File: src/logic/cft_consts.svh
// Register offsets, reset values, write masks and field positions of the CAN FD timing block.
`ifndef CFT_CONSTS_SVH
`define CFT_CONSTS_SVH
`define CFT_OFF_NBH 8'h00
`define CFT_OFF_NBL 8'h04
`define CFT_OFF_DBH 8'h08
`define CFT_OFF_DBL 8'h0C
`define CFT_OFF_TDCH 8'h10
`define CFT_OFF_TDCL 8'h14
`define CFT_OFF_TBCH 8'h18
`define CFT_OFF_TBCL 8'h1C
`define CFT_OFF_TSCTL 8'h20
`define CFT_OFF_TSPRE 8'h24
`define CFT_OFF_MODE 8'h28
`define CFT_RST_NBH 16'h003E
`define CFT_RST_NBL 16'h0F0F
`define CFT_RST_DBH 16'h000E
`define CFT_RST_DBL 16'h0303
`define CFT_RST_TDCH 16'h0002
`define CFT_RST_TDCL 16'h1000
`define CFT_RST_MODE 3'h4
`define CFT_MSK_NBH 16'hFFFF
`define CFT_MSK_NBL 16'h7F7F
`define CFT_MSK_DBH 16'hFF1F
`define CFT_MSK_DBL 16'h0F0F
`define CFT_MSK_TDCH 16'h0303
`define CFT_MSK_TDCL 16'h7F3F
`define CFT_MODE_CFG 3'h4
`define CFT_MODE_DIS 3'h1
`define CFT_BIT_EDGE_FILT 9
`define CFT_BIT_EXT_ID 8
`endif

File: src/logic/cft_pkg.sv
// Types shared by the CAN FD timing block.
`default_nettype none
package cft_pkg;
	typedef enum logic [1:0] {
		cft_ph_sync = 2'b00,
		cft_ph_seg1 = 2'b01,
		cft_ph_seg2 = 2'b10
	} cft_phase_t;
	typedef enum logic [1:0] {
		cft_tdc_off = 2'b00,
		cft_tdc_manual = 2'b01,
		cft_tdc_auto = 2'b10,
		cft_tdc_auto_alt = 2'b11
	} cft_tdc_mode_t;
endpackage : cft_pkg
`default_nettype wire

File: src/logic/cft_bit_timer.sv
// Bit timer: quantum prescaler, segment sequencing and resynchronisation.
`default_nettype none
module cft_bit_timer #(
	parameter int S1W = 8,
	parameter int S2W = 7,
	parameter int JW = 7
) (
	input wire logic core_clk_i,
	input wire logic rst_i,
	input wire logic run_i,
	input wire logic edge_i,
	input wire logic [7:0] presc_i,
	input wire logic [S1W-1:0] seg1_i,
	input wire logic [S2W-1:0] seg2_i,
	input wire logic [JW-1:0] sjw_i,
	output logic sample_o,
	output logic bit_end_o
);
	typedef struct packed {
		cft_pkg::cft_phase_t ph;
		logic [7:0] qc;
		logic [9:0] cnt;
		logic [9:0] ext;
		logic done;
		logic smp;
		logic be;
	} cft_bt_state_t;
	localparam cft_bt_state_t BT_RST = '{ph: cft_pkg::cft_ph_sync, default: '0};
	cft_bt_state_t s;
	cft_bt_state_t n;
	logic tick;
	logic [9:0] l1;
	logic [9:0] l2;
	logic [9:0] lj;

	function automatic logic [9:0] min10(input logic [9:0] a, input logic [9:0] b);
		return (a < b) ? a : b;
	endfunction : min10

	// --------------------------------------------------------------------
	// Segment sequencer
	// --------------------------------------------------------------------
	// One resync per bit; a later edge in the same bit is ignored on purpose.
	always_comb begin
		tick = run_i && (s.qc == presc_i);
		l1 = 10'(seg1_i) + 10'h001;
		l2 = 10'(seg2_i) + 10'h001;
		lj = 10'(sjw_i) + 10'h001;
		n = s;
		n.smp = 1'b0;
		n.be = 1'b0;
		if (!run_i) begin
			n = BT_RST;
		end else begin
			n.qc = tick ? 8'h00 : s.qc + 8'h01;
			if (edge_i && !s.done) begin
				n.done = 1'b1;
				case (s.ph)
					cft_pkg::cft_ph_seg1: n.ext = min10(s.cnt + 10'h001, lj);
					cft_pkg::cft_ph_seg2: n.cnt = s.cnt + min10(l2 - s.cnt - 10'h001, lj);
					default: n.done = 1'b1;
				endcase
			end
			if (tick) begin
				case (n.ph)
					cft_pkg::cft_ph_sync: begin
						n.ph = cft_pkg::cft_ph_seg1;
						n.cnt = 10'h000;
					end
					cft_pkg::cft_ph_seg1: begin
						if (n.cnt >= l1 + n.ext - 10'h001) begin
							n.ph = cft_pkg::cft_ph_seg2;
							n.cnt = 10'h000;
							n.smp = 1'b1;
						end else begin
							n.cnt = n.cnt + 10'h001;
						end
					end
					cft_pkg::cft_ph_seg2: begin
						if (n.cnt >= l2 - 10'h001) begin
							n = BT_RST;
							n.be = 1'b1;
						end else begin
							n.cnt = n.cnt + 10'h001;
						end
					end
					default: n.ph = cft_pkg::cft_ph_sync;
				endcase
			end
		end
	end

	// State register.
	always_ff @(posedge core_clk_i or posedge rst_i) begin
		if (rst_i) begin
			s <= BT_RST;
		end else begin
			s <= n;
		end
	end

	assign sample_o = s.smp;
	assign bit_end_o = s.be;
endmodule : cft_bit_timer
`default_nettype wire

File: src/logic/cft_timing.sv
// CAN FD bit timing, delay compensation and time base block with an APB slave.
`default_nettype none
`include "cft_consts.svh"
module cft_timing #(
	parameter int ADDR_W = 8
) (
	input wire logic core_clk_i,
	input wire logic rst_i,
	input wire logic psel_i,
	input wire logic penable_i,
	input wire logic pwrite_i,
	input wire logic [ADDR_W-1:0] paddr_i,
	input wire logic [31:0] pwdata_i,
	output logic [31:0] prdata_o,
	output logic pready_o,
	output logic pslverr_o,
	input wire logic rx_i,
	input wire logic integrating_i,
	input wire logic data_phase_i,
	input wire logic [5:0] meas_delay_i,
	input wire logic [10:0] base_id_i,
	input wire logic rrs_i,
	output logic nom_sample_o,
	output logic nom_bit_end_o,
	output logic data_sample_o,
	output logic data_bit_end_o,
	output logic [15:0] ssp_pos_o,
	output logic ssp_enable_o,
	output logic [11:0] frame_id_o,
	output logic [2:0] operating_mode_status_o,
	output logic [31:0] timestamp_counter_o
);
	typedef struct packed {
		logic [15:0] nbh;
		logic [15:0] nbl;
		logic [15:0] dbh;
		logic [15:0] dbl;
		logic [15:0] tdch;
		logic [15:0] tdcl;
		logic [31:0] timestamp_counter;
		logic ts_en;
		logic [9:0] ts_pre;
		logic [9:0] pre_cnt;
		logic [2:0] mode;
		logic [31:0] rdata;
		logic rdy;
		logic err;
		logic rx_q;
		logic pend;
		logic edge_det;
		logic [15:0] secondary_sample_point;
		logic ssp_en;
		logic [11:0] fid;
	} cft_top_state_t;

	localparam cft_top_state_t ST_RST = '{
		nbh: `CFT_RST_NBH,
		nbl: `CFT_RST_NBL,
		dbh: `CFT_RST_DBH,
		dbl: `CFT_RST_DBL,
		tdch: `CFT_RST_TDCH,
		tdcl: `CFT_RST_TDCL,
		mode: `CFT_RST_MODE,
		rx_q: 1'b1,
		default: '0
	};

	cft_top_state_t s;
	cft_top_state_t n;
	logic setup;
	logic wr_ok;
	logic tbc_wr;
	logic hit;
	logic filt;
	logic fall;
	logic run_nom;
	logic run_dat;
	logic [15:0] rd;
	logic [15:0] seg1_clk;

	// --------------------------------------------------------------------
	// Helpers
	// --------------------------------------------------------------------
	// Registers that only configuration mode may change.
	function automatic logic is_locked(input logic [ADDR_W-1:0] a);
		return (a == `CFT_OFF_NBH) || (a == `CFT_OFF_NBL) || (a == `CFT_OFF_DBH) ||
			(a == `CFT_OFF_DBL) || (a == `CFT_OFF_TDCH) || (a == `CFT_OFF_TDCL);
	endfunction : is_locked

	// Sign extension of the seven-bit offset to the position width.
	function automatic logic [15:0] sext7(input logic [6:0] v);
		return {{9{v[6]}}, v};
	endfunction : sext7

	// --------------------------------------------------------------------
	// Next-state logic
	// --------------------------------------------------------------------
	// Pready is registered, so every transfer has exactly one access cycle.
	always_comb begin
		n = s;
		setup = psel_i && !penable_i;
		wr_ok = psel_i && penable_i && s.rdy && pwrite_i && !s.err;
		tbc_wr = wr_ok && (paddr_i == `CFT_OFF_TBCH || paddr_i == `CFT_OFF_TBCL);
		hit = 1'b1;
		case (paddr_i)
			`CFT_OFF_NBH: rd = s.nbh;
			`CFT_OFF_NBL: rd = s.nbl;
			`CFT_OFF_DBH: rd = s.dbh;
			`CFT_OFF_DBL: rd = s.dbl;
			`CFT_OFF_TDCH: rd = s.tdch;
			`CFT_OFF_TDCL: rd = s.tdcl;
			`CFT_OFF_TBCH: rd = s.timestamp_counter[31:16];
			`CFT_OFF_TBCL: rd = s.timestamp_counter[15:0];
			`CFT_OFF_TSCTL: rd = {15'h0000, s.ts_en};
			`CFT_OFF_TSPRE: rd = {6'h00, s.ts_pre};
			`CFT_OFF_MODE: rd = {13'h0000, s.mode};
			default: begin
				rd = 16'h0000;
				hit = 1'b0;
			end
		endcase

		// Bus handshake: answer decided in the setup cycle.
		n.rdy = setup;
		if (setup) begin
			n.rdata = pwrite_i ? 32'h0000_0000 : {16'h0000, rd};
			n.err = !hit || (pwrite_i && is_locked(paddr_i) && s.mode != `CFT_MODE_CFG);
		end else if (s.rdy) begin
			n.rdata = 32'h0000_0000;
			n.err = 1'b0;
		end

		// Time base: a disabled counter is held at zero to save power.
		if (!s.ts_en) begin
			n.timestamp_counter = 32'h0000_0000;
			n.pre_cnt = 10'h000;
		end else if (s.pre_cnt == s.ts_pre) begin
			n.timestamp_counter = s.timestamp_counter + 32'h0000_0001;
			n.pre_cnt = 10'h000;
		end else begin
			n.pre_cnt = s.pre_cnt + 10'h001;
		end

		// Register writes, masked so unused bits stay zero.
		if (wr_ok) begin
			case (paddr_i)
				`CFT_OFF_NBH: n.nbh = pwdata_i[15:0] & `CFT_MSK_NBH;
				`CFT_OFF_NBL: n.nbl = pwdata_i[15:0] & `CFT_MSK_NBL;
				`CFT_OFF_DBH: n.dbh = pwdata_i[15:0] & `CFT_MSK_DBH;
				`CFT_OFF_DBL: n.dbl = pwdata_i[15:0] & `CFT_MSK_DBL;
				`CFT_OFF_TDCH: n.tdch = pwdata_i[15:0] & `CFT_MSK_TDCH;
				`CFT_OFF_TDCL: n.tdcl = pwdata_i[15:0] & `CFT_MSK_TDCL;
				`CFT_OFF_TBCH: begin
					if (s.ts_en) begin
						n.timestamp_counter[31:16] = pwdata_i[15:0];
						n.pre_cnt = 10'h000;
					end
				end
				`CFT_OFF_TBCL: begin
					if (s.ts_en) begin
						n.timestamp_counter[15:0] = pwdata_i[15:0];
						n.pre_cnt = 10'h000;
					end
				end
				`CFT_OFF_TSCTL: n.ts_en = pwdata_i[0];
				`CFT_OFF_TSPRE: n.ts_pre = pwdata_i[9:0];
				`CFT_OFF_MODE: n.mode = pwdata_i[2:0];
				default: n.err = 1'b0;
			endcase
		end

		// Edge filter: during integration a falling edge only counts once
		// the line stays dominant for a second clock, which costs one clock
		// of latency but rejects single-clock glitches.
		filt = s.tdch[`CFT_BIT_EDGE_FILT] && integrating_i;
		fall = s.rx_q && !rx_i;
		n.rx_q = rx_i;
		if (filt) begin
			n.edge_det = s.pend && !rx_i;
			n.pend = fall;
		end else begin
			n.edge_det = fall;
			n.pend = 1'b0;
		end

		// Secondary sample point in clocks; the product stays below 8193.
		seg1_clk = (16'(s.dbh[4:0]) + 16'h0001) * (16'(s.dbh[15:8]) + 16'h0001);
		case (cft_pkg::cft_tdc_mode_t'(s.tdch[1:0]))
			cft_pkg::cft_tdc_auto, cft_pkg::cft_tdc_auto_alt: begin
				n.secondary_sample_point = 16'(meas_delay_i) + seg1_clk + sext7(s.tdcl[14:8]);
				n.ssp_en = 1'b1;
			end
			cft_pkg::cft_tdc_manual: begin
				n.secondary_sample_point = 16'(s.tdcl[5:0]) + sext7(s.tdcl[14:8]);
				n.ssp_en = 1'b1;
			end
			default: begin
				n.secondary_sample_point = 16'h0000;
				n.ssp_en = 1'b0;
			end
		endcase

		// Identifier: RRS becomes the lowest bit in the twelve-bit option.
		if (s.tdch[`CFT_BIT_EXT_ID]) begin
			n.fid = {base_id_i, rrs_i};
		end else begin
			n.fid = {1'b0, base_id_i};
		end
	end

	// State register.
	always_ff @(posedge core_clk_i or posedge rst_i) begin
		if (rst_i) begin
			s <= ST_RST;
		end else begin
			s <= n;
		end
	end

	// --------------------------------------------------------------------
	// Bit timers
	// --------------------------------------------------------------------
	// Timers idle in configuration and disable modes, so settings never
	// change under a running bit.
	assign run_nom = (s.mode != `CFT_MODE_CFG) && (s.mode != `CFT_MODE_DIS);
	assign run_dat = run_nom && data_phase_i;

	cft_bit_timer #(
		.S1W(8),
		.S2W(7),
		.JW(7)
	) u_nominal (
		.core_clk_i(core_clk_i),
		.rst_i(rst_i),
		.run_i(run_nom),
		.edge_i(s.edge_det),
		.presc_i(s.nbh[15:8]),
		.seg1_i(s.nbh[7:0]),
		.seg2_i(s.nbl[14:8]),
		.sjw_i(s.nbl[6:0]),
		.sample_o(nom_sample_o),
		.bit_end_o(nom_bit_end_o)
	);

	cft_bit_timer #(
		.S1W(5),
		.S2W(4),
		.JW(4)
	) u_data (
		.core_clk_i(core_clk_i),
		.rst_i(rst_i),
		.run_i(run_dat),
		.edge_i(s.edge_det),
		.presc_i(s.dbh[15:8]),
		.seg1_i(s.dbh[4:0]),
		.seg2_i(s.dbl[11:8]),
		.sjw_i(s.dbl[3:0]),
		.sample_o(data_sample_o),
		.bit_end_o(data_bit_end_o)
	);

	// Outputs straight from state.
	assign prdata_o = s.rdata;
	assign pready_o = s.rdy;
	assign pslverr_o = s.err;
	assign ssp_pos_o = s.secondary_sample_point;
	assign ssp_enable_o = s.ssp_en;
	assign frame_id_o = s.fid;
	assign operating_mode_status_o = s.mode;
	assign timestamp_counter_o = s.timestamp_counter;
endmodule : cft_timing
`default_nettype wire

File: config.mk
export PLATFORM = sky130hd
export DESIGN_NAME = cft_timing
export DESIGN_NICKNAME = d
export VERILOG_FILES = /design/src/logic/cft_pkg.sv /design/src/logic/cft_bit_timer.sv /design/src/logic/cft_timing.sv
export VERILOG_INCLUDE_DIRS = /design/src /design/src/logic
export SDC_FILE = /design/constraint.sdc
export NUM_CORES = 1
export LEC_CHECK = 0
export ABC_AREA = 1
export BUFFER_PORTS_ARGS = -buffer_cell sky130_fd_sc_hd__buf_2
export CORE_AREA = 2 2 290 292
export DETAILED_ROUTE_END_ITERATION = 8
export DIE_AREA = 0 0 292 294
export SETUP_SLACK_MARGIN = 0.2
export SLEW_MARGIN = 20
export SYNTH_ARGS = -nofsm -noshare
export SYNTH_HDL_FRONTEND = slang
export SYNTH_SLANG_ARGS = --single-unit
export TNS_END_PERCENT = 50
File: constraint.sdc
create_clock -name core_clk_i -period 10.2 [get_ports core_clk_i]
set_input_delay 2.04 -clock core_clk_i [delete_from_list [all_inputs] [get_ports core_clk_i]]
set_output_delay 2.04 -clock core_clk_i [all_outputs]
set_load 0.03 [all_outputs]
==> results of run 1 <==
## final timing paths
check / cells after the start / from / slack (ns) / endpoint
max in group asynchronous: 3 / rst_i / 7.03 / ssp_pos_o[5]
worst max-delay path: 41 / s[194] / 3.25 / u_nominal.s[17]
min in group asynchronous: 2 / rst_i / 1.63 / u_nominal.s[32]
worst max register to register: 41 / s[194] / 3.25 / u_nominal.s[17]
worst min register to register: 2 / prdata_o[11] / 0.49 / prdata_o[11]
worst min-delay path: 2 / prdata_o[11] / 0.49 / prdata_o[11]
## cells by family (layout without fill, tap and decap cells)
logic type / Yosys count / count (layout) / synth area share (%)
AOI/OAI and AO/OA: 417 / 417 / 11.57
other: 1 / 17 / 0.01827
DFF: 240 / 240 / 29.41
adders and majority gates: 233 / 233 / 16.15
and+or+nand+nor: 1195 / 1195 / 24.96
xor gates and xnor gates: 128 / 128 / 5.463
muxes: 1 / 1 / 0.05487
buffers and inverters: 571 / 629 / 12.38
## worst reg2reg max path: cells and delay by family (launching register included)
| family | cells | cell delay [ns] |
|---|---|---|
| flip-flops | 1 | 0.64 |
| buffers and inverters | 5 | 0.57 |
| XOR/XNOR | 1 | 0.24 |
| AO/OA/AOI/OAI | 10 | 1.83 |
| AND/OR/NAND/NOR | 20 | 1.98 |
| adder cells (fa/ha/maj) | 5 | 1.61 |
## layout by cell type, fill, tap and decap left out, drive strengths merged
cell,count
a211oi,5
a21o,5
a21oi,108
a221oi,14
a22o,5
a22oi,3
a31oi,5
and3,2
buf,142
bufinv,2
clkbuf,46
clkinv,10
clkinvlp,2
conb,17
dfrtp,216
dfstp,24
fa,53
ha,180
inv,427
mux2,1
nand2,670
nand3,132
nand3b,8
nand4,44
nor2,268
nor3,47
nor3b,4
nor4,10
o2111ai,16
o211ai,10
o21a,3
o21ai,206
o21bai,3
o221ai,4
o22ai,27
o31ai,2
o32ai,1
or2,10
xnor2,38
xor2,90
## power breakdown
part / internal, uW / switching, uW / total [uW] / leakage [uW]
logic: 586 / 1030 / 1620 / 0.00766
registers: 997 / 40.0 / 1040 / 0.00322
clock network: 648 / 450 / 1100 / 0.000491
total: 2230 / 1520 / 3760 / 0.0114
## routing by layer
layer  vias up  global-route usage, %  part of all wire, %
li1       9008                      -                    -
met4         4                  3.382                  2.2
met5         -                      0                0.044
met2       521                  23.31                   46
met1      8538                  19.53                   46
met3        87                  1.707                  5.8
## per-stage QoR
step	setup WS, ns	instances	instance area, sq um
2_1_floorplan	1.612	2802	20580
3_3_place_gp	3.419	3882	21740
3_5_place_dp	3.398	3882	21740
4_1_cts	3.381	3940	22760
5_1_grt	2.459	3940	22760
6_report	3.247	3940	22760
## Yosys cell counts, drive strengths merged, types with 3 or more instances
cell,number,area (sq um)
nand2,670,2551
inv,426,1602
nor2,268,1116
dfrtp,216,5405
o21ai,206,1046
ha,180,2252
nand3,132,698.2
buf,114,822.0
a21oi,108,544.3
xor2,90,788.3
fa,53,1061
nor3,47,246.5
nand4,44,275.3
xnor2,38,332.8
clkbuf,28,106.4
o22ai,27,168.9
dfstp,24,630.6
o2111ai,16,140.1
a221oi,14,122.6
nor4,10,68.81
o211ai,10,75.07
or2,10,62.56
nand3b,8,60.06
a211oi,5,37.54
a21o,5,37.54
a22o,5,43.79
a31oi,5,31.28
nor3b,4,30.03
o221ai,4,35.03
a22oi,3,22.52
clkinv,3,11.26
o21a,3,22.52
o21bai,3,22.52
## layout make-up
class	instances	share of cell area, %
Clock buffer	46	3.876
Clock inverter	12	0.5883
Inverter	429	7.120
Multi-Input combinational cell	1991	52.76
Sequential cell	240	26.52
Tap cell	1080	5.938
Timing Repair Buffer	142	3.200
## flip-flops by register name (all words and copies together), names as in the netlist
register,flops
s,92
timestamp_counter_o,32
u_data.s,31
u_nominal.s,31
prdata_o,16
ssp_pos_o,16
frame_id_o,12
operating_mode_status_o,3
pready_o,1
pslverr_o,1
ssp_enable_o,1
u_data.bit_end_o,1
u_data.sample_o,1
u_nominal.bit_end_o,1
u_nominal.sample_o,1
==> impl_metrics.ini, run 1 <==
[synth]
synthCells = 2786
syn_avg_cell_area_sq_um = 7.366
synth.distinct_cells = 58
synth_edf_count = 0
ys_ff_latch = 240
synth-async-reset-ratio_pct = 100.0
synthesis.area_sq_um = 20520
yosysSeqAreaShare_pct = 29.41
yosys_warnings = 0
synthFlopType = dfrtp_1

[sta]
fin_crit_ns = 6.953
rsz0062_at_grt = false
hold_viol = 0
finalSetupTns_ns = 0
final-max-slew-violation-count = 0
fmax_mhz = 143.8
slew_headroom_pct = 35.54
period_share_pct = 68.17
timing.hold.ws_ns = 0.4852
finalClockSkew_ns = 0.02706
setup_viol = 0
tightest_slew_ns = 0.9645

[critical_path]
slowest_delay_ns = 0.64
start_kind = flop
crit_top_cell = nand2_1
critical_path_required_ns = 10.69
path_delay_family = simple AND/OR/NAND/NOR gates
critPathArrivalTime_ns = 7.44
cp_num_buf_inv = 5
cp_slowest_cell = dfstp_2
path_max_fanout = 12
endpoint_kind = flop
worstSetupPathType = flop to flop

[global_routing]
antenna_found_initial = 3
grt_overflow = 0
track_usage_pct = 14.10
grt_pass1_vias = 17321
grt_pass1_wl_um = 97200
grt_max_degree = 111

[status]
status = finished, final reports clean

[finish]
fin_util_pct = 27.46
ff_latch_area_sq_um = 6036
area.growth.synth_to_final_pct = 10.90
num_antenna_cells = 0
multi_input_area_sq_um = 12010
fin_nets = 3134
drive_gt1_share_pct = 9.790
fill_cells = 9024

[placed_design]
dp_hpwl_um = 48280
io_buffers = 135
gp_congestion = 0.9234

[floorplanning]
std_cell_rows = 106
die_area_sq_um = 85850
start_util_pct = 24.76
ios = 168
dieHeight_um = 294
die_w_um = 292
coreArea_sq_um = 82890

[power_and_ir_drop]
powerDensity_nw_per_um2 = 165.0
vdd_drop_max_mv = 0.1391
total_power_uw = 3755
leakagePower_uw = 0.01137

[clocking]
htreeDepth = 1
cts_tree = built
clock-sinks = 240
post_cts_buffers = 0
clk_path_buf_depth = 3
cts-resized-gates = 0
clk_latency_ns = 0.59
ctsRootBufferMaster = clkbuf_16
clkTransAtPathRegs_ns = 0.06
cts_hold_buf = 0
numCtsBuffers = 31

[detailed_routing]
vias = 18158
dr.pass1.iters = 5
avgRoutedWirePerCell_um = 15.59
wirelength_um = 61440
ant_nets = 0
remaining_drc_errors = 0
first_iter_violations = 1678
avgViaCountPerCell = 4.609

[hold_path]
hold_class = flop to flop

[job]
maxCapViolations = 0
Note: power is estimated with default switching activity, not from simulation.
==> run 2: changes to the inputs <==
==> constraint.sdc (replaced) <==
create_clock -name core_clk_i -period 7.1 [get_ports core_clk_i]
set_input_delay 1.42 -clock core_clk_i [delete_from_list [all_inputs] [get_ports core_clk_i]]
set_output_delay 1.42 -clock core_clk_i [all_outputs]
set_load 0.03 [all_outputs]
==> impl_metrics.ini, run 2 (same netlist as run 1, synthesis figures left out) <==
[global_routing]
grt_pass1_vias = 17323
track_usage_pct = 14.06
grt_pass1_wl_um = 96680
grt_max_degree = 119
antenna_found_initial = 1
grt_overflow = 0

[critical_path]
worstSetupPathType = flop to flop
r2r_cells = 39
worstSetupEndpoint = u_nominal.s[21]
cp_slowest_cell = dfstp_2
critPathArrivalTime_ns = 6.77
r2r-start = s[195]
worstSetupStartpoint = s[195]
critical_path_required_ns = 7.55
worstReg2RegEnd = u_nominal.s[21]
crit_top_cell = nand2_1
r2r_slack_ns = 0.78
slowest_delay_ns = 0.60
endpoint_kind = flop
start_kind = flop
path_max_fanout = 7

[finish]
final_cell_count_no_fill = 3946
largest_reg_flops = 92
max_flop_register = s
layout_common_cells = 658 x nand2_1, 409 x inv_1, 246 x nor2_1
num_antenna_cells = 0
drive_gt1_share_pct = 10.71
area.growth.synth_to_final_pct = 11.55
fin_nets = 3140
layout.cells.most_common = nand2_1

[power_and_ir_drop]
intPower_uw = 3248
seqPwrFrac_pct = 27.3
clockPowerShare_pct = 29.6
p_sw_uw = 2219
pwr-share-comb_pct = 43.2
leakagePower_uw = 0.01141
powerDensity_nw_per_um2 = 238.8
vdd_drop_max_mv = 0.2472
total_power_uw = 5467
sw_frac_of_total_pct = 40.59

[sta]
hold_viol = 0
slew_headroom_pct = 27.89
fmax_mhz = 158.1
setup_viol = 0
fin_crit_ns = 6.324
rsz0062_at_grt = true
tightest_slew_ns = 1.078
finalSetupTns_ns = 0
finalClockSkew_ns = 0.03781
period_share_pct = 89.07
final-max-slew-violation-count = 0

[job]
maxCapViolations = 0

[clocking]
clk_path_buf_depth = 3
ctsRootBufferMaster = clkbuf_16
htreeDepth = 1
cts_tree = built
clk_latency_ns = 0.60
clock-sinks = 240
clkTransAtPathRegs_ns = 0.06
cts_hold_buf = 0
numCtsBuffers = 31

[floorplanning]
die_area_sq_um = 85850
coreArea_sq_um = 82890
std_cell_rows = 106
ios = 168
die_w_um = 292
dieHeight_um = 294
start_util_pct = 24.76

[placed_design]
gp_congestion = 0.9111
post-place-cells = 3888
io_buffers = 135
dp_hpwl_um = 48400

[hold_path]
hold_class = flop to flop

[status]
status = finished, final reports clean

[detailed_routing]
avgRoutedWirePerCell_um = 15.54
vias = 18109
first_iter_violations = 1402
remaining_drc_errors = 0
ant_nets = 0
avgViaCountPerCell = 4.589
wirelength_um = 61320
dr.pass1.iters = 5
-- run 2: cell count changes in the layout (fill, tap and decap cells not counted), sizes merged --
cell	before	now
clkinv	10	12
inv	427	430
bufinv	2	3
buf	142	148
clkbuf	46	38
clkinvlp	2	4
-- run 2: worst min-delay path by stage --
stage / start / to / slack, ns / cells past startpoint
floorplan: prdata_o[11] / prdata_o[11] / 0.45 / 2
global placement: prdata_o[2] / prdata_o[2] / 0.46 / 2
detailed placement: prdata_o[3] / prdata_o[3] / 0.46 / 2
CTS: prdata_o[11] / prdata_o[11] / 0.48 / 2
global route: prdata_o[11] / prdata_o[11] / 0.51 / 2
finish: prdata_o[11] / prdata_o[11] / 0.48 / 2
-- run 2: through the flow --
stage / utilization [%] / hold slack (ns) / setup WS, ns / cell area (sq um)
finish: 27.62 / 0.4766 / 0.7760 / 22890
global placement: 26.29 / 0.4644 / 0.4449 / 21790
global route: 27.62 / 0.5083 / 0.1713 / 22890
detailed placement: 26.29 / 0.4603 / 0.3761 / 21790
CTS: 27.55 / 0.4803 / 0.3477 / 22840
floorplan: - / 0.4500 / 1.384 / 20580
-- run 2: power by group through the flow --
stage	Clock [uW]	Combinational [uW]	Sequential [uW]
floorplan	0	1870	1510
global placement	0	2300	1510
detailed placement	0	2320	1510
CTS	1650	2340	1490
global route	1720	2730	1500
finish	1620	2360	1490
-- run 2: final cells by class --
class	count	area, sq um
multi-input cells	1991	12050
well taps	1080	1351
repair buffers	148	785.8
inverters	429	1619
clock inverters	20	205.2
flip-flops and latches	240	6036
clock buffers	38	842.1
fillers	9024	60000
-- run 2: layer usage --
| metal | vias to the layer above | share of wire, % | global-route usage, % |
|---|---|---|---|
| met2 | 536 | 45 | 23.03 |
| met5 | - | 0 | 0 |
| met1 | 8459 | 46 | 19.34 |
| met4 | 0 | 2.5 | 3.809 |
| met3 | 89 | 6.2 | 1.956 |
| li1 | 9025 | - | - |
-- run 2: worst max-delay path, delay by kind of cell (launching register included) --
kind / cells / cell delay (ns)
DFF: 1 / 0.60
buffers and inverters: 6 / 0.49
AOI/OAI and AO/OA: 6 / 1.01
adders and majority gates: 6 / 1.83
and+or+nand+nor: 20 / 2.08
xor gates and xnor gates: 1 / 0.19
-- run 2: what timing repair did --
item / in CTS / in global routing
setup endpoints to repair: 0 / 44
hold endpoints to repair: 0 / 0
resized for setup: 0 / 17
buffers inserted: 0 / 0
